**src/hdl/xid_pkg.sv**
```systemverilog
// package for the exchange instruction decoder: opcode constants, form codes, operand codes
// assumes a fetch unit that hands over one opcode byte per accepted valid/ready beat
package xid_pkg;
    localparam logic [7:0] OP_B_DISP = 8'h06;
    localparam logic [7:0] OP_B_IDX24 = 8'h0a;
    localparam logic [7:0] OP_B_BASEIDX = 8'h17;
    localparam logic [7:0] OP_W_REGREG = 8'h25;
    localparam logic [7:0] OP_W_ACC_SA2 = 8'h1b;
    localparam logic [7:0] OP_W_REG_MEM = 8'h39;
    localparam logic [7:0] OP_W_PTR = 8'h07;
    localparam logic [7:0] OP_PREFIX = 8'h3c;
    localparam logic [7:0] OP_W_SA = 8'h2a;
    localparam logic [7:0] SB_PTR_NEAR = 8'h25;
    localparam logic [7:0] SB_PTR_FAR = 8'h35;
    localparam logic [7:0] SB_ABS16 = 8'h45;
    localparam logic [7:0] SB_ABS24 = 8'h55;
    localparam logic [7:0] SB_SA2_SA2 = 8'h84;
    localparam logic [7:0] SB_SA2_SA1 = 8'h94;
    localparam logic [3:0] LOW_NIB_BYTE = 4'h4;
    localparam logic [1:0] REGMEM_TAG = 2'h1;
    localparam logic [2:0] REGMEM_MID = 3'h2;
    localparam logic [2:0] MAX_PTR_SEL = 3'h4;
    // form codes reported to the execute stage
    localparam logic [4:0] F_NONE = 5'h00;
    localparam logic [4:0] F_B_DISP = 5'h01;
    localparam logic [4:0] F_B_IDX24 = 5'h02;
    localparam logic [4:0] F_B_BASEIDX = 5'h03;
    localparam logic [4:0] F_W_REGREG = 5'h04;
    localparam logic [4:0] F_W_ACC_SA2 = 5'h05;
    localparam logic [4:0] F_W_REG_SA2 = 5'h06;
    localparam logic [4:0] F_W_REG_SA1 = 5'h07;
    localparam logic [4:0] F_W_REG_SFR = 5'h08;
    localparam logic [4:0] F_W_PTR_SA2 = 5'h09;
    localparam logic [4:0] F_W_PTR_SA1 = 5'h0a;
    localparam logic [4:0] F_W_FAR_SA2 = 5'h0b;
    localparam logic [4:0] F_W_FAR_SA1 = 5'h0c;
    localparam logic [4:0] F_W_ABS16 = 5'h0d;
    localparam logic [4:0] F_W_ABS24 = 5'h0e;
    localparam logic [4:0] F_W_SA2_SA2 = 5'h0f;
    localparam logic [4:0] F_W_SA2_SA1 = 5'h10;
    localparam logic OPSZ_BYTE = 1'b0;
    localparam logic OPSZ_WORD = 1'b1;
    localparam logic [2:0] LEN_2 = 3'h2;
    localparam logic [2:0] LEN_3 = 3'h3;
    localparam logic [2:0] LEN_4 = 3'h4;
    localparam logic [2:0] LEN_5 = 3'h5;
    localparam int unsigned MAX_BYTES = 5;
endpackage : xid_pkg

```
**src/hdl/xid_byte_slot.sv**
```systemverilog
// one captured instruction byte
// assumes load is a single-cycle strobe from the decoder sequencer
module xid_byte_slot (
    input wire logic clk_sys,
    input wire logic reset,
    input wire logic load,
    input wire logic [7:0] din,
    output logic [7:0] dout
);
    always_ff @(posedge clk_sys) begin
        if (reset) begin
            dout <= 8'h00;
        end else if (load) begin
            dout <= din;
        end
    end
endmodule : xid_byte_slot

```
**src/hdl/xid_decoder.sv**
```systemverilog
// exchange instruction decoder: collects opcode bytes, names form, operands and length
// assumes the fetch unit drives byte_valid/byte_data and holds them until byte_ready
module xid_decoder (
    input wire logic clk_sys,
    input wire logic reset,
    input wire logic byte_valid,
    input wire logic [7:0] byte_data,
    output logic byte_ready,
    output logic dec_valid,
    output logic dec_undecoded,
    output logic [4:0] dec_form,
    output logic dec_opsize,
    output logic dec_swap,
    output logic [2:0] dec_len,
    output logic [2:0] dec_sel_a,
    output logic [2:0] dec_sel_b,
    output logic [23:0] dec_addr_a,
    output logic [7:0] dec_addr_b
);
    typedef enum logic [1:0] {XID_COLLECT, XID_REPORT} xid_state_t;
    xid_state_t state_reg;
    logic [2:0] count_reg;
    logic [7:0] b [xid_pkg::MAX_BYTES];
    logic [xid_pkg::MAX_BYTES-1:0] load;
    logic take;
    // combinational classification of the bytes gathered so far
    logic [4:0] form;
    logic [2:0] need;
    logic bad;
    logic [2:0] sel_a;
    logic [2:0] sel_b;
    logic [23:0] addr_a;
    logic [7:0] addr_b;
    logic [7:0] cur [xid_pkg::MAX_BYTES];

    assign take = byte_valid && byte_ready;

    genvar gi;
    generate
        for (gi = 0; gi < xid_pkg::MAX_BYTES; gi++) begin : g_slot
            assign load[gi] = take && (count_reg == 3'(gi));
            xid_byte_slot u_slot (
                .clk_sys(clk_sys),
                .reset(reset),
                .load(load[gi]),
                .din(byte_data),
                .dout(b[gi])
            );
            // newest byte is visible the cycle it is taken, so the decision needs no extra stage
            assign cur[gi] = load[gi] ? byte_data : b[gi];
        end
    endgenerate

    // need = total length once known, the byte count so far plus one while more bytes are required to tell
    always_comb begin
        form = xid_pkg::F_NONE;
        need = 3'h0;
        bad = 1'b0;
        sel_a = 3'h0;
        sel_b = 3'h0;
        addr_a = 24'h000000;
        addr_b = 8'h00;
        case (cur[0])
            xid_pkg::OP_B_DISP: begin
                if (cur[1][7] || cur[1][3:0] != xid_pkg::LOW_NIB_BYTE || cur[1][6:4] > xid_pkg::MAX_PTR_SEL) begin
                    bad = 1'b1;
                end
                form = xid_pkg::F_B_DISP;
                need = xid_pkg::LEN_3;
                sel_a = cur[1][6:4];
                addr_a = {16'h0000, cur[2]};
            end
            xid_pkg::OP_B_IDX24: begin
                if (cur[1][7:6] == 2'h0 && cur[1][3:0] == xid_pkg::LOW_NIB_BYTE) begin
                    form = xid_pkg::F_B_IDX24;
                    need = xid_pkg::LEN_5;
                    sel_a = {1'b0, cur[1][5:4]};
                    addr_a = {cur[4], cur[3], cur[2]};
                end else if (cur[1] == xid_pkg::SB_ABS16) begin
                    form = xid_pkg::F_W_ABS16;
                    need = xid_pkg::LEN_4;
                    addr_a = {8'h00, cur[3], cur[2]};
                end else if (cur[1] == xid_pkg::SB_ABS24) begin
                    form = xid_pkg::F_W_ABS24;
                    need = xid_pkg::LEN_5;
                    addr_a = {cur[2], cur[4], cur[3]};
                end else begin
                    bad = 1'b1;
                    need = xid_pkg::LEN_2;
                end
            end
            xid_pkg::OP_B_BASEIDX: begin
                bad = cur[1][7] || cur[1][3:0] != xid_pkg::LOW_NIB_BYTE;
                form = xid_pkg::F_B_BASEIDX;
                need = xid_pkg::LEN_2;
                sel_a = cur[1][6:4];
            end
            xid_pkg::OP_W_REGREG: begin
                bad = cur[1][4:3] != xid_pkg::REGMEM_TAG;
                form = xid_pkg::F_W_REGREG;
                need = xid_pkg::LEN_2;
                sel_a = cur[1][7:5];
                sel_b = cur[1][2:0];
            end
            xid_pkg::OP_W_ACC_SA2: begin
                form = xid_pkg::F_W_ACC_SA2;
                need = xid_pkg::LEN_2;
                addr_a = {16'h0000, cur[1]};
            end
            xid_pkg::OP_W_REG_MEM: begin
                need = xid_pkg::LEN_3;
                sel_a = cur[1][7:5];
                addr_a = {16'h0000, cur[2]};
                if (cur[1][4:2] != xid_pkg::REGMEM_MID) begin
                    bad = 1'b1;
                end
                case (cur[1][1:0])
                    2'h0: form = xid_pkg::F_W_REG_SA2;
                    2'h1: form = xid_pkg::F_W_REG_SA1;
                    2'h2: form = xid_pkg::F_W_REG_SFR;
                    default: bad = 1'b1;
                endcase
            end
            xid_pkg::OP_W_PTR: begin
                need = xid_pkg::LEN_3;
                addr_a = {16'h0000, cur[2]};
                if (cur[1] == xid_pkg::SB_PTR_NEAR) begin
                    form = xid_pkg::F_W_PTR_SA2;
                end else if (cur[1] == xid_pkg::SB_PTR_FAR) begin
                    form = xid_pkg::F_W_FAR_SA2;
                end else begin
                    bad = 1'b1;
                    need = xid_pkg::LEN_2;
                end
            end
            xid_pkg::OP_PREFIX: begin
                need = xid_pkg::LEN_4;
                addr_a = {16'h0000, cur[3]};
                if (cur[1] != xid_pkg::OP_W_PTR) begin
                    bad = 1'b1;
                    need = xid_pkg::LEN_2;
                end else if (cur[2] == xid_pkg::SB_PTR_NEAR) begin
                    form = xid_pkg::F_W_PTR_SA1;
                end else if (cur[2] == xid_pkg::SB_PTR_FAR) begin
                    form = xid_pkg::F_W_FAR_SA1;
                end else if (count_reg >= 3'h2) begin
                    // byte three is judged only once it is here; a stale slot would end the prefix form early
                    bad = 1'b1;
                    need = xid_pkg::LEN_3;
                end
            end
            xid_pkg::OP_W_SA: begin
                need = xid_pkg::LEN_4;
                addr_a = {16'h0000, cur[3]};
                addr_b = cur[2];
                if (cur[1] == xid_pkg::SB_SA2_SA2) begin
                    form = xid_pkg::F_W_SA2_SA2;
                end else if (cur[1] == xid_pkg::SB_SA2_SA1) begin
                    form = xid_pkg::F_W_SA2_SA1;
                end else begin
                    bad = 1'b1;
                    need = xid_pkg::LEN_2;
                end
            end
            default: begin
                bad = 1'b1;
                need = 3'h1;
            end
        endcase
        // length is not settled until the bytes that choose it have arrived
        if (cur[0] != xid_pkg::OP_B_DISP && cur[0] != xid_pkg::OP_B_BASEIDX
            && cur[0] != xid_pkg::OP_W_REGREG && count_reg == 3'h0 && need > 3'h1) begin
            need = xid_pkg::LEN_2;
        end
        if (cur[0] == xid_pkg::OP_PREFIX && count_reg == 3'h1 && !bad) begin
            need = xid_pkg::LEN_3;
        end
        if (bad) begin
            form = xid_pkg::F_NONE;
            sel_a = 3'h0;
            sel_b = 3'h0;
            addr_a = 24'h000000;
            addr_b = 8'h00;
        end
    end

    // sequencer: accept bytes until the form's length is reached, then report one cycle
    always_ff @(posedge clk_sys) begin
        if (reset) begin
            state_reg <= XID_COLLECT;
            count_reg <= 3'h0;
            byte_ready <= 1'b0;
        end else begin
            case (state_reg)
                XID_COLLECT: begin
                    byte_ready <= 1'b1;
                    if (take) begin
                        // a bad first/second byte stops early rather than guessing the length
                        if (count_reg + 3'h1 >= need || (bad && count_reg >= 3'h1) || need == 3'h1) begin
                            state_reg <= XID_REPORT;
                            count_reg <= 3'h0;
                            byte_ready <= 1'b0;
                        end else begin
                            count_reg <= count_reg + 3'h1;
                        end
                    end
                end
                XID_REPORT: begin
                    state_reg <= XID_COLLECT;
                    byte_ready <= 1'b1;
                end
                default: begin
                    state_reg <= XID_COLLECT;
                    count_reg <= 3'h0;
                    byte_ready <= 1'b0;
                end
            endcase
        end
    end

    // result registers, loaded as the last byte is taken
    always_ff @(posedge clk_sys) begin
        if (reset) begin
            dec_valid <= 1'b0;
            dec_undecoded <= 1'b0;
            dec_form <= xid_pkg::F_NONE;
            dec_opsize <= xid_pkg::OPSZ_BYTE;
            dec_swap <= 1'b0;
            dec_len <= 3'h0;
            dec_sel_a <= 3'h0;
            dec_sel_b <= 3'h0;
            dec_addr_a <= 24'h000000;
            dec_addr_b <= 8'h00;
        end else if (state_reg == XID_COLLECT && take
                     && (count_reg + 3'h1 >= need || (bad && count_reg >= 3'h1) || need == 3'h1)) begin
            dec_valid <= 1'b1;
            dec_undecoded <= bad;
            dec_form <= form;
            dec_len <= count_reg + 3'h1;
            // byte forms come from three first bytes only; all else here, undecoded included, is marked word size
            dec_opsize <= (form == xid_pkg::F_B_DISP || form == xid_pkg::F_B_IDX24
                           || form == xid_pkg::F_B_BASEIDX) ? xid_pkg::OPSZ_BYTE : xid_pkg::OPSZ_WORD;
            dec_swap <= !bad;
            dec_sel_a <= sel_a;
            dec_sel_b <= sel_b;
            dec_addr_a <= addr_a;
            dec_addr_b <= addr_b;
        end else begin
            dec_valid <= 1'b0;
        end
    end
endmodule : xid_decoder

```
**config.mk**
```make
export PLATFORM = sky130hd
export DESIGN_NAME = xid_decoder
export DESIGN_NICKNAME = d
export VERILOG_FILES = /design/src/hdl/xid_pkg.sv /design/src/hdl/xid_byte_slot.sv /design/src/hdl/xid_decoder.sv
export SDC_FILE = /design/constraint.sdc
export NUM_CORES = 1
export LEC_CHECK = 0
export BUFFER_PORTS_ARGS = -buffer_cell sky130_fd_sc_hd__buf_2
export CAP_MARGIN = 0
export CORE_AREA = 4 4 109 111
export CTS_CLUSTER_SIZE = 40
export DETAILED_ROUTE_END_ITERATION = 10
export DIE_AREA = 0 0 113 115
export MAX_ROUTING_LAYER = met4
export PLACE_DENSITY = 0.68
export SLEW_MARGIN = 10
export SYNTH_ARGS = -nofsm -noshare
export SYNTH_HDL_FRONTEND = slang
export SYNTH_HIERARCHICAL = 1
export SYNTH_SLANG_ARGS = --single-unit
export TNS_END_PERCENT = 50
```
**constraint.sdc**
```tcl
create_clock -name clk_sys -period 5.2 [get_ports clk_sys]
set_input_delay 0.52 -clock clk_sys [delete_from_list [all_inputs] [get_ports clk_sys]]
set_output_delay 0.52 -clock clk_sys [all_outputs]
set_load 0.05 [all_outputs]
```
# After elaboration in Yosys (flattened, before gate mapping)
# Cells that the tools add are included.
[classes] addsub=1 muxes=67 n_eq_ne=36 reduce_logical=37 magnitude_cmp=5 n_bitwise=2
[op_table] cell="$mux W24" n=4
[op_table] cell="$pmux W24 S4" n=1
[op_table] cell="$eq A8 B6 Y1 const B" n=8
[op_table] cell="$mux W8" n=7
[op_table] cell="$mux W3" n=16
[op_table] cell="$pmux W5 S9" n=1
[op_table] cell="$mux W4" n=8
[op_table] cell="$mux W1" n=20
[op_table] cell="$pmux W3 S6" n=1
[op_table] cell="$eq A8 B3 Y1 const B" n=2
[op_table] cell="$eq A8 B5 Y1 const B" n=2
[op_table] cell="$eq A8 B7 Y1 const B" n=2
[op_table] cell="$eq A8 B8 Y1 const B" n=2
[op_table] cell="$logic_and A1 B1 Y1" n=16
[op_table] cell="$ne A8 B3 Y1 const B" n=2
[op_table] cell="$mux W5" n=3
[op_table] cell="$pmux W4 S3" n=1
[op_table] cell="$eq A5 B2 Y1 const B" n=2
[op_table] cell="$reduce_or A2 Y1" n=5
[op_table] cell="$pmux W1 S9" n=1
[op_table] cell="$pmux W3 S3" n=1
[op_table] cell="$reduce_or A3 Y1" n=3
[op_table] cell="$eq A8 B4 Y1 const B" n=1
[op_table] cell="$ne A8 B5 Y1 const B" n=1
[op_table] cell="27 further kinds" n=38
[totals] register_bits=95 elab_cells=166 inputBits=11 output_inout_bits=51

# Logic depth before layout (Yosys ltp)
# Gate-level depths: netlist (run 1).
[depth] depth_word=18 ltp_mapped=21 mapped_depth_nobuf=20

# By module
# Netlist (run 1), hierarchy kept.
[by_module_without_submodules] mod="xid_decoder" instances=1 cells_per_inst=486 area_each_um2=3930.0
[by_module_without_submodules] mod="xid_byte_slot" instances=5 cells_per_inst=26 area_each_um2=285.3

# Least setup slack after synthesis (run 1)
# No wires, ideal clock.
[synth_timing] path_kind="flip-flop to flip-flop" from="reg byte_ready" to="reg dec_opsize" stages_incl_launch_ff=20 synth_period_minus_slack_ns=4.570 n_path_buf=2 slack_ns=0.630 setup_time_ns=0.079 t_arrival_ns=4.491 cell_sequence="dfxtp_1 -> buf_2 -> nand4b_4 -> inv_2 -> mux2i_2 -> o21bai_1 -> o32ai_2 -> or4_4 -> or4b_1 -> nand3_1 -> ha_1 -> nand2b_1 -> a21oi_1 -> nor2b_1 -> nor2_1 -> o21ai_0 -> a221oi_4 -> buf_6 -> nand2_1 -> o211ai_1"
[synth_between] elab_chain_cells=16 word_cells_on_any_way=104 cone_classes="order compare: 3; eq/ne: 31; mux: 44; reduce/logical: 26"
[synth_lines] item="from (decl)" line="xid_decoder.sv:8" text="output logic byte_ready,"
[synth_lines] item="from (signal assigned)" line="xid_decoder.sv:192" text="byte_ready <= 1'b0;"
[synth_lines] item="from (signal assigned)" line="xid_decoder.sv:196" text="byte_ready <= 1'b1;"
[synth_lines] item="from (signal assigned)" line="xid_decoder.sv:202" text="byte_ready <= 1'b0;"
[synth_lines] item="$logic_and A1 B1 Y1 *" line="xid_decoder.sv:36" text="assign take = byte_valid && byte_ready;"
[synth_lines] item="$logic_and A1 B1 Y1" line="xid_decoder.sv:41" text="assign load[gi] = take && (count_reg == 3'(gi));"
[synth_lines] item="$mux W8"
[synth_lines] item="$eq A8 B6 Y1 or $eq A8 B7 Y1 (tied branches)" line="xid_decoder.sv:144, xid_decoder.sv:83"
[synth_lines] item="$mux W3, on equally long branches" line="xid_decoder.sv:144, xid_decoder.sv:83"
[synth_lines] item="$mux W3, on equally long branches" line="xid_decoder.sv:142, xid_decoder.sv:79"
[synth_lines] item="$mux W3, on equally long branches" line="xid_decoder.sv:139, xid_decoder.sv:74"
[synth_lines] item="$pmux W3 S6" line="xid_decoder.sv:63" text="case (cur[0])"
[synth_lines] item="$gt A3 B1 Y1" line="xid_decoder.sv:172" text="&& cur[0] != xid_pkg::OP_W_REGREG && count_reg == 3'h0 && need > 3'h1) begin"
[synth_lines] item="$logic_and A1 B1 Y1" line="xid_decoder.sv:172"
[synth_lines] item="$mux W3" line="xid_decoder.sv:171" text="if (cur[0] != xid_pkg::OP_B_DISP && cur[0] != xid_pkg::OP_B_BASEIDX"
[synth_lines] item="$mux W3" line="xid_decoder.sv:175" text="if (cur[0] == xid_pkg::OP_PREFIX && count_reg == 3'h1 && !bad) begin"
[synth_lines] item="$ge A3 B3 Y1" line="xid_decoder.sv:235" text="&& (count_reg + 3'h1 >= need || (bad && count_reg >= 3'h1) || need == 3'h1)) begin"
[synth_lines] item="$logic_or A1 B1 Y1 (2 in a row)" line="xid_decoder.sv:235"
[synth_lines] item="$logic_and A1 B1 Y1" line="xid_decoder.sv:235"
[synth_lines] item="to (signal assigned)" line="xid_decoder.sv:227" text="dec_opsize <= xid_pkg::OPSZ_BYTE;"
[synth_lines] item="to (signal assigned)" line="xid_decoder.sv:241" text="dec_opsize <= (form == xid_pkg::F_B_DISP || form == xid_pkg::F_B_IDX24"
[synth_lines] item="to (decl)" line="xid_decoder.sv:12" text="output logic dec_opsize,"
# Mark *: on every way between the ends. The rest lies on a longest branch, timed or not.
# A chain may end at the register's enable or synchronous reset.

# Worst setup path after layout (run 1)
[layout_timing] from="reg count_reg[0]" to="reg dec_addr_a[12]"
[layout_between] elab_chain_cells=16 word_cells_on_any_way=104 cone_classes="add/sub: 1; order compare: 5; eq/ne: 32; mux: 39; reduce/logical: 27"
[layout_lines] item="from (decl)" line="xid_decoder.sv:22" text="logic [2:0] count_reg;"
[layout_lines] item="from (signal assigned)" line="xid_decoder.sv:204" text="count_reg <= count_reg + 3'h1;"
[layout_lines] item="$eq A3 B2 Y1 or $eq A3 B1 Y1 (tied branches)" line="xid_decoder.sv:41, xid_decoder.sv:175"
[layout_lines] item="$logic_and A1 B1 Y1" line="xid_decoder.sv:41"
[layout_lines] item="$mux W8"
[layout_lines] item="$eq A8 B6 Y1 or $eq A8 B7 Y1 (tied branches)" line="xid_decoder.sv:144, xid_decoder.sv:83"
[layout_lines] item="$mux W3, on equally long branches" line="xid_decoder.sv:144, xid_decoder.sv:83"
[layout_lines] item="$mux W3, on equally long branches" line="xid_decoder.sv:142, xid_decoder.sv:79"
[layout_lines] item="$mux W3, on equally long branches" line="xid_decoder.sv:139, xid_decoder.sv:74"
[layout_lines] item="$pmux W3 S6" line="xid_decoder.sv:63"
[layout_lines] item="$gt A3 B1 Y1" line="xid_decoder.sv:172"
[layout_lines] item="$logic_and A1 B1 Y1" line="xid_decoder.sv:172"
[layout_lines] item="$mux W3" line="xid_decoder.sv:171"
[layout_lines] item="$mux W3" line="xid_decoder.sv:175"
[layout_lines] item="$ge A3 B3 Y1" line="xid_decoder.sv:235"
[layout_lines] item="$logic_or A1 B1 Y1 (2 in a row)" line="xid_decoder.sv:235"
[layout_lines] item="$logic_and A1 B1 Y1" line="xid_decoder.sv:235"
[layout_lines] item="to (signal assigned)" line="xid_decoder.sv:246" text="dec_addr_a <= addr_a;"
[layout_lines] item="to (decl)" line="xid_decoder.sv:17" text="output logic [23:0] dec_addr_a,"
# Several ways; a longest one is shown, not always the timed one.

==> flow_summary.json, run 1 <==
{
  "top_usage_layer": "met2",
  "final_nets": 693,
  "fin_skew_ns": 0.0179,
  "ir_drop_uv": 151,
  "yosys_warnings": 6,
  "antenna_found_initial": 0,
  "cts-root-buf": "clkbuf_8",
  "avgSynthCellArea_sq_um": 8.70,
  "drt.antenna.violating_nets": 0,
  "track_usage_pct": 25.8,
  "synth-async-reset-ratio_pct": 0,
  "tns_ns": 0,
  "status": "complete, no violations",
  "insertion_delay_ns": 0.39,
  "synth-seq-cells": 95,
  "instances_no_fill": 819,
  "period_share_pct": 91.5,
  "worst-setup-path-type": "flop to flop",
  "min_period_ns": 4.76,
  "area_growth_pct": 11.5,
  "maxSlewViolCount": 0,
  "die_y_microns": 115,
  "initial_utilization_pct": 49.6,
  "r2r_cells": 17,
  "cts.htree.levels": 3,
  "via_per_inst": 6.00,
  "cts_tree": "yes",
  "fillCellCount": 1008,
  "synthCells": 616,
  "cts_made_buffers": 9,
  "placed_cell_area_sq_um": 5760,
  "dr_total_vias": 4917,
  "drt-initial-drc-count": 424,
  "avgRoutedWirePerCell_microns": 19.9,
  "overflow": 0,
  "pin_count": 62,
  "met1_usage_pct": 36.4,
  "ys.flop_type": "dfxtp_1",
  "netlist_area_sq_um": 5360,
  "dieArea_sq_um": 13000,
  "yosysSeqAreaShare_pct": 35.5,
  "max_slew.worst_pin.slew_ns": 0.884,
  "arrival_ns": 5.08,
  "grt_pass1_vias": 4675,
  "antenna_cells": 0,
  "reg.largest.list": "g_slot.u_slot/dout: 40 flops, dec_addr_a: 24 flops, dec_addr_b: 8 flops",
  "gp_congestion": 1.02,
  "post-route-util_pct": 55.3,
  "required_ns": 5.52,
  "end_kind": "flop",
  "hold_viol_final": 0,
  "synth_top_area_share_pct": 35.5,
  "grt.met2_usage_pct": 36.8,
  "largest_reg_flops": 40,
  "clkTransAtPathRegs_ns": 0.09,
  "io_buffers": 61,
  "critPathMaxFanout": 51,
  "grt_pass1_wl_mm": 25.5,
  "finalInstanceArea_sq_um": 5970,
  "cts_sinks": 95,
  "synthTopCellsByArea": "dfxtp_1 (36%), mux2i_1 (12%), nor2_1 (4.6%), nand2_1 (4.5%), a22o_1 (3.8%)",
  "die_w_microns": 113,
  "synth.distinct_cells": 70,
  "fmax_mhz": 210,
  "start_kind": "flop",
  "whs_path_depth": 2,
  "p_leak_nw": 2.40,
  "p_per_area_nw_per_um2": 224,
  "slew_headroom_pct": 41.1,
  "dp_hpwl_mm": 12.0,
  "maxCapViolCount": 0,
  "post-place-cells": 799,
  "grt_max_degree": 52,
  "synth_edf_count": 0,
  "wl_mm": 16.3,
  "grt_use_met3_pct": 5.32,
  "drc": 0,
  "clockBufferDepth": 2,
  "rows": 38,
  "regMostFlops": "g_slot.u_slot/dout",
  "netlist.top_cell.by_area": "dfxtp_1",
  "grt_setup_unrepaired": "false",
  "first_pass_iters": 5,
  "setup_violations": 0,
  "core_area_sq_um": 10800,
  "drive_gt1_share_pct": 18.9,
  "hold_class": "flop to flop",
  "hold_buffers": 0,
  "p_total_mw": 1.34,
  "synth_nets": 635
}
-- area by class of cell --
type / count / area (sq um) / share of cell area, %
timing repair buffer: 86 / 505 / 8.46
clock inverter: 5 / 42.5 / 0.712
multi-input combinational: 465 / 3150 / 52.8
inverter: 17 / 63.8 / 1.07
tap: 140 / 175 / 2.93
sequential: 95 / 1900 / 31.8
clock buffer: 11 / 131 / 2.20
-- worst max-delay path: stages (launching register included) --
cell and delay, ns:
dfxtp_1 0.44, ha_1 0.27, nand4b_4 0.26, or4_4 0.64, nand2_4 0.12, o32ai_2 0.11
or4_4 0.58, or4b_1 0.52, nand3_1 0.11, ha_1 0.22, nand2b_1 0.14, a21oi_1 0.14
nor2b_1 0.07, nor2_1 0.08, o21ai_0 0.16, a221oi_4 0.36, buf_12 0.26, a22o_1 0.18
-- placed cells by master (no fill, tap or decap), types with 8 or more instances in the layout --
cell type / count
a21oi_1: 18
a22o_1: 23
buf_2: 61
buf_4: 24
clkbuf_8: 9
dfxtp_1: 95
ha_1: 8
inv_1: 14
mux2_2: 9
mux2i_1: 62
nand2_1: 64
nand2b_1: 9
nand3_1: 12
nand4_1: 13
nor2_1: 66
nor2b_1: 12
nor3b_1: 9
o21ai_0: 14
o21ai_1: 20
o22ai_1: 14
-- per-layer routing --
layer,wire length [microns],vias up,part of all wire [%]
li1,-,2352,-
met1,7690,2302,47
met2,6920,228,42
met3,1310,35,8.0
met4,368,0,2.3
met5,0,-,0
-- stage by stage --
step	worst slack [ns]	hold WS, ns
2_1_floorplan	0.630	0.454
3_3_place_gp	0.274	0.429
3_5_place_dp	0.314	0.429
4_1_cts	0.357	0.443
5_1_grt	0.0665	0.474
6_report	0.440	0.439
-- logic make-up after synthesis --
logic type | synth area share, %
and+or+nand+nor | 23.6
adders and majority gates | 1.87
xor gates and xnor gates | 0.491
buffers and inverters | 5.72
AOI/OAI and AO/OA | 18.9
DFF | 35.5
muxes | 13.9
-- power breakdown --
group | leakage (nW) | switching [mW] | internal [mW]
logic | 1.56 | 0.0909 | 0.0426
clock network | 0.0781 | 0.281 | 0.179
registers | 0.767 | 0.00997 | 0.735
-- synth_stat cells (5+ instances only) --
cell,instances
o21ai_1,20
mux2i_1,63
nor2_1,66
nor3_1,6
o22ai_1,14
nor2b_1,12
o21ai_0,14
inv_1,15
buf_1,6
nor4b_1,6
nand4_1,13
a22o_1,23
a21o_1,5
nand2_1,64
nor3b_1,9
a221oi_1,5
clkbuf_1,10
buf_2,10
a22oi_1,5
ha_1,8
and2_1,6
nand2b_1,9
dfxtp_1,95
mux2_2,9
nand3_1,12
a21oi_1,18
buf_6,10
o211ai_1,6
-- path summary, 6_finish.rpt --
path | start | to | slack [ns]
worst max-delay path | count_reg[0] | dec_addr_a[12] | 0.44
worst min-delay path | dec_form[2] | dec_form[2] | 0.44
worst min register to register | dec_form[2] | dec_form[2] | 0.44
worst max register to register | count_reg[0] | dec_addr_a[12] | 0.44
-- what timing repair did --
item                       CTS  global route
setup endpoints to repair    0            47
buffers inserted             0             4
resized for setup            0             2
Note: power is estimated with default switching activity, not from simulation.
==> run 2, diff against run 1 <==
--- a/config.mk
+++ b/config.mk
@@ -5,14 +5,15 @@
 export SDC_FILE = /design/constraint.sdc
 export NUM_CORES = 1
 export LEC_CHECK = 0
+export ABC_AREA = 1
 export BUFFER_PORTS_ARGS = -buffer_cell sky130_fd_sc_hd__buf_2
 export CAP_MARGIN = 0
-export CORE_AREA = 4 4 109 111
+export CORE_AREA = 4 4 116 118
 export CTS_CLUSTER_SIZE = 40
 export DETAILED_ROUTE_END_ITERATION = 10
-export DIE_AREA = 0 0 113 115
+export DIE_AREA = 0 0 120 122
 export MAX_ROUTING_LAYER = met4
-export PLACE_DENSITY = 0.68
+export PLACE_DENSITY = 0.67
 export SLEW_MARGIN = 10
 export SYNTH_ARGS = -nofsm -noshare
 export SYNTH_HDL_FRONTEND = slang
==> constraint.sdc (replaced) <==
create_clock -name clk_sys -period 4.6 [get_ports clk_sys]
set_input_delay 0.46 -clock clk_sys [delete_from_list [all_inputs] [get_ports clk_sys]]
set_output_delay 0.46 -clock clk_sys [all_outputs]
set_load 0.05 [all_outputs]
==> run 2 against run 1 <==
  * Count of clock-buffer cells in the layout is 1 lower
  * Worst setup slack got worse by 0.074 ns
  * Area after synthesis up 14%
  * Clock power up 95%
  * Via count grew 31%
  * Fmax is 12% higher
  * Die area up 13%
  * Non-clock buffer count is 3 lower
==> flow_summary.json, run 2 <==
{
  "status": "complete, no violations",
  "dr_total_vias": 6465,
  "final_nets": 1100,
  "dieArea_sq_um": 14600,
  "worst-setup-path-type": "flop to flop",
  "start_kind": "flop",
  "cpPeakStageDelay_ns": 0.44,
  "max_slew.worst_pin.slew_ns": 0.678,
  "layout_common_cells": "nand2_1 (315), nor2_1 (169), inv_1 (110)",
  "dp_hpwl_mm": 13.4,
  "synth_nets": 1048,
  "cts_tree": "yes",
  "maxCapViolCount": 0,
  "synthCells": 1029,
  "synth_xor_area_share_pct": 0,
  "yosys.area_share.simple_pct": 43.4,
  "period_share_pct": 92.0,
  "netlist_area_sq_um": 6120,
  "avgSynthCellArea_sq_um": 5.95,
  "initial_utilization_pct": 49.1,
  "cts_sinks": 95,
  "drt-initial-drc-count": 552,
  "yosysSeqAreaShare_pct": 31.1,
  "setup_violations": 0,
  "die_y_microns": 122,
  "fin_skew_ns": 0.00677,
  "hold_slack_ns": 0.456,
  "cpMostUsedCell": "nand2_1",
  "cts-root-buf": "clkbuf_16",
  "synth_top_area_share_pct": 31.1,
  "io_buffers": 61,
  "ys.flop_type": "dfxtp_1",
  "yosys_warnings": 6,
  "largest_reg_flops": 40,
  "insertion_delay_ns": 0.35,
  "grt_max_degree": 46,
  "clockBufferDepth": 2,
  "netlist.top_cell.by_area": "dfxtp_1",
  "synth.distinct_cells": 32,
  "required_ns": 4.88,
  "drt.antenna.violating_nets": 0,
  "area_growth_pct": 13.4,
  "min_period_ns": 4.23,
  "core_area_sq_um": 12500,
  "grt_pass1_vias": 5620,
  "tns_ns": 0,
  "fmax_mhz": 236,
  "synthTopCellsByCount": "nand2_1 (316), nor2_1 (172), inv_1 (110)",
  "hold_class": "flop to flop",
  "yosysMostFrequentCell": "nand2_1",
  "pin_count": 62,
  "fillCellCount": 1341,
  "drc": 0,
  "place_ws_ns": 0.186,
  "wl_mm": 18.3,
  "grt_setup_unrepaired": "false",
  "synthAdderAreaFrac_pct": 1.63,
  "die_w_microns": 120,
  "synthTopCellsByArea": "dfxtp_1 (31%), nand2_1 (19%), nor2_1 (11%), inv_1 (6.7%), nand3_1 (6.7%)",
  "avgRoutedWirePerCell_microns": 14.6,
  "synth-seq-cells": 95,
  "synth_edf_count": 0,
  "maxSlewViolCount": 0,
  "ir_drop_uv": 152,
  "antenna_found_initial": 0,
  "first_pass_iters": 5,
  "synth_top_family_by_area": "simple AND/OR/NAND/NOR gates",
  "synthMuxAreaShare_pct": 0,
  "antenna_cells": 0,
  "hold_path.startpoint": "dec_addr_a[15]",
  "synth-async-reset-ratio_pct": 0,
  "grt_pass1_wl_mm": 29.3,
  "slew_headroom_pct": 54.3,
  "p_per_area_nw_per_um2": 282,
  "cts.htree.levels": 3,
  "p_total_mw": 1.96,
  "finalWorstSetupSlack_ns": 0.366,
  "regMostFlops": "g_slot.u_slot/dout",
  "critPathLaunch": "count_reg[0]",
  "final_common_cell": "nand2_1",
  "rr_startpoint": "count_reg[0]",
  "overflow": 0,
  "clkTransAtPathRegs_ns": 0.07,
  "arrival_ns": 4.51,
  "drive_gt1_share_pct": 14.9,
  "p_leak_nw": 3.21,
  "rows": 41,
  "end_kind": "flop",
  "hold_viol_final": 0,
  "gp_congestion": 1.00,
  "cts_made_buffers": 9,
  "placed_cell_area_sq_um": 6500,
  "critPathMaxFanout": 29,
  "slowest_stage": "dfxtp_1",
  "synth_compound_area_share_pct": 11.7,
  "finalInstanceArea_sq_um": 6940,
  "track_usage_pct": 25.8,
  "via_per_inst": 5.14,
  "reg.largest.list": "g_slot.u_slot/dout: 40 flops, dec_addr_a: 24 flops, dec_addr_b: 8 flops"
}
## run 2: cell types whose count changed in the layout (fill, tap and decap cells not counted), moves of 47 or more
cell     delta
nand2_1   +251
nor2_1    +103
inv_1      +96
nand3_1    +70
mux2i_1    -62
a21oi_1    +47
## run 2: what timing repair did
action / 4_1_cts / 5_1_grt
hold buffers: 0 / 0
resized for setup: 0 / 10
buffers inserted: 0 / 3
setup endpoints to repair: 0 / 53
## run 2: cell type report
type / count / area [sq um] / area share, %
Timing Repair Buffer: 83 / 487 / 7.01
Inverter: 117 / 442 / 6.36
Sequential cell: 95 / 1900 / 27.4
Clock buffer: 10 / 239 / 3.44
Multi-Input combinational cell: 775 / 3540 / 51.0
Tap cell: 172 / 215 / 3.10
Clock inverter: 6 / 115 / 1.66
## run 2: path summary, 6_finish.rpt
kind | end | slack (ns) | depth (start not counted)
max | dec_addr_a[8] | 0.37 | 26
min | dec_addr_a[15] | 0.46 | 2
max reg2reg | dec_addr_a[8] | 0.37 | 26
min reg2reg | dec_addr_a[15] | 0.46 | 2
## run 2: critical path, delay by kind of cell (launching register included)
kind / cells / cell delay, ns
fa+ha+maj: 2 / 0.47
compound gates: 3 / 0.43
flops: 1 / 0.44
buf+inv: 3 / 0.42
simple gates: 18 / 2.40
## run 2: stage by stage
| step | util [%] | instances |
|---|---|---|
| final | 55.7 | 1258 |
| after global routing | 55.7 | 1258 |
| after CTS | 55.0 | 1252 |
| after detailed placement | 52.2 | 1236 |
| after global placement | 52.2 | 1236 |
| after floorplan | - | 1029 |
## run 2: cells by family after synthesis
kind of cell | after synthesis
compound gates | 133
fa+ha+maj | 8
simple gates | 631
flops | 95
buf+inv | 162
## run 2: power breakdown
part           total (mW)  internal, mW  switching, mW
combinational       0.219        0.0573          0.161
sequential          0.840         0.833        0.00746
clock               0.897         0.551          0.346
total                1.96          1.44          0.515
## run 2: layer usage
layer | vias up | track usage (%) | routed length (microns)
met4 | 0 | 9.74 | 460
met5 | - | - | 0
li1 | 3345 | - | -
met1 | 2860 | 36.1 | 8890
met2 | 224 | 37.5 | 7800
met3 | 36 | 3.76 | 1180
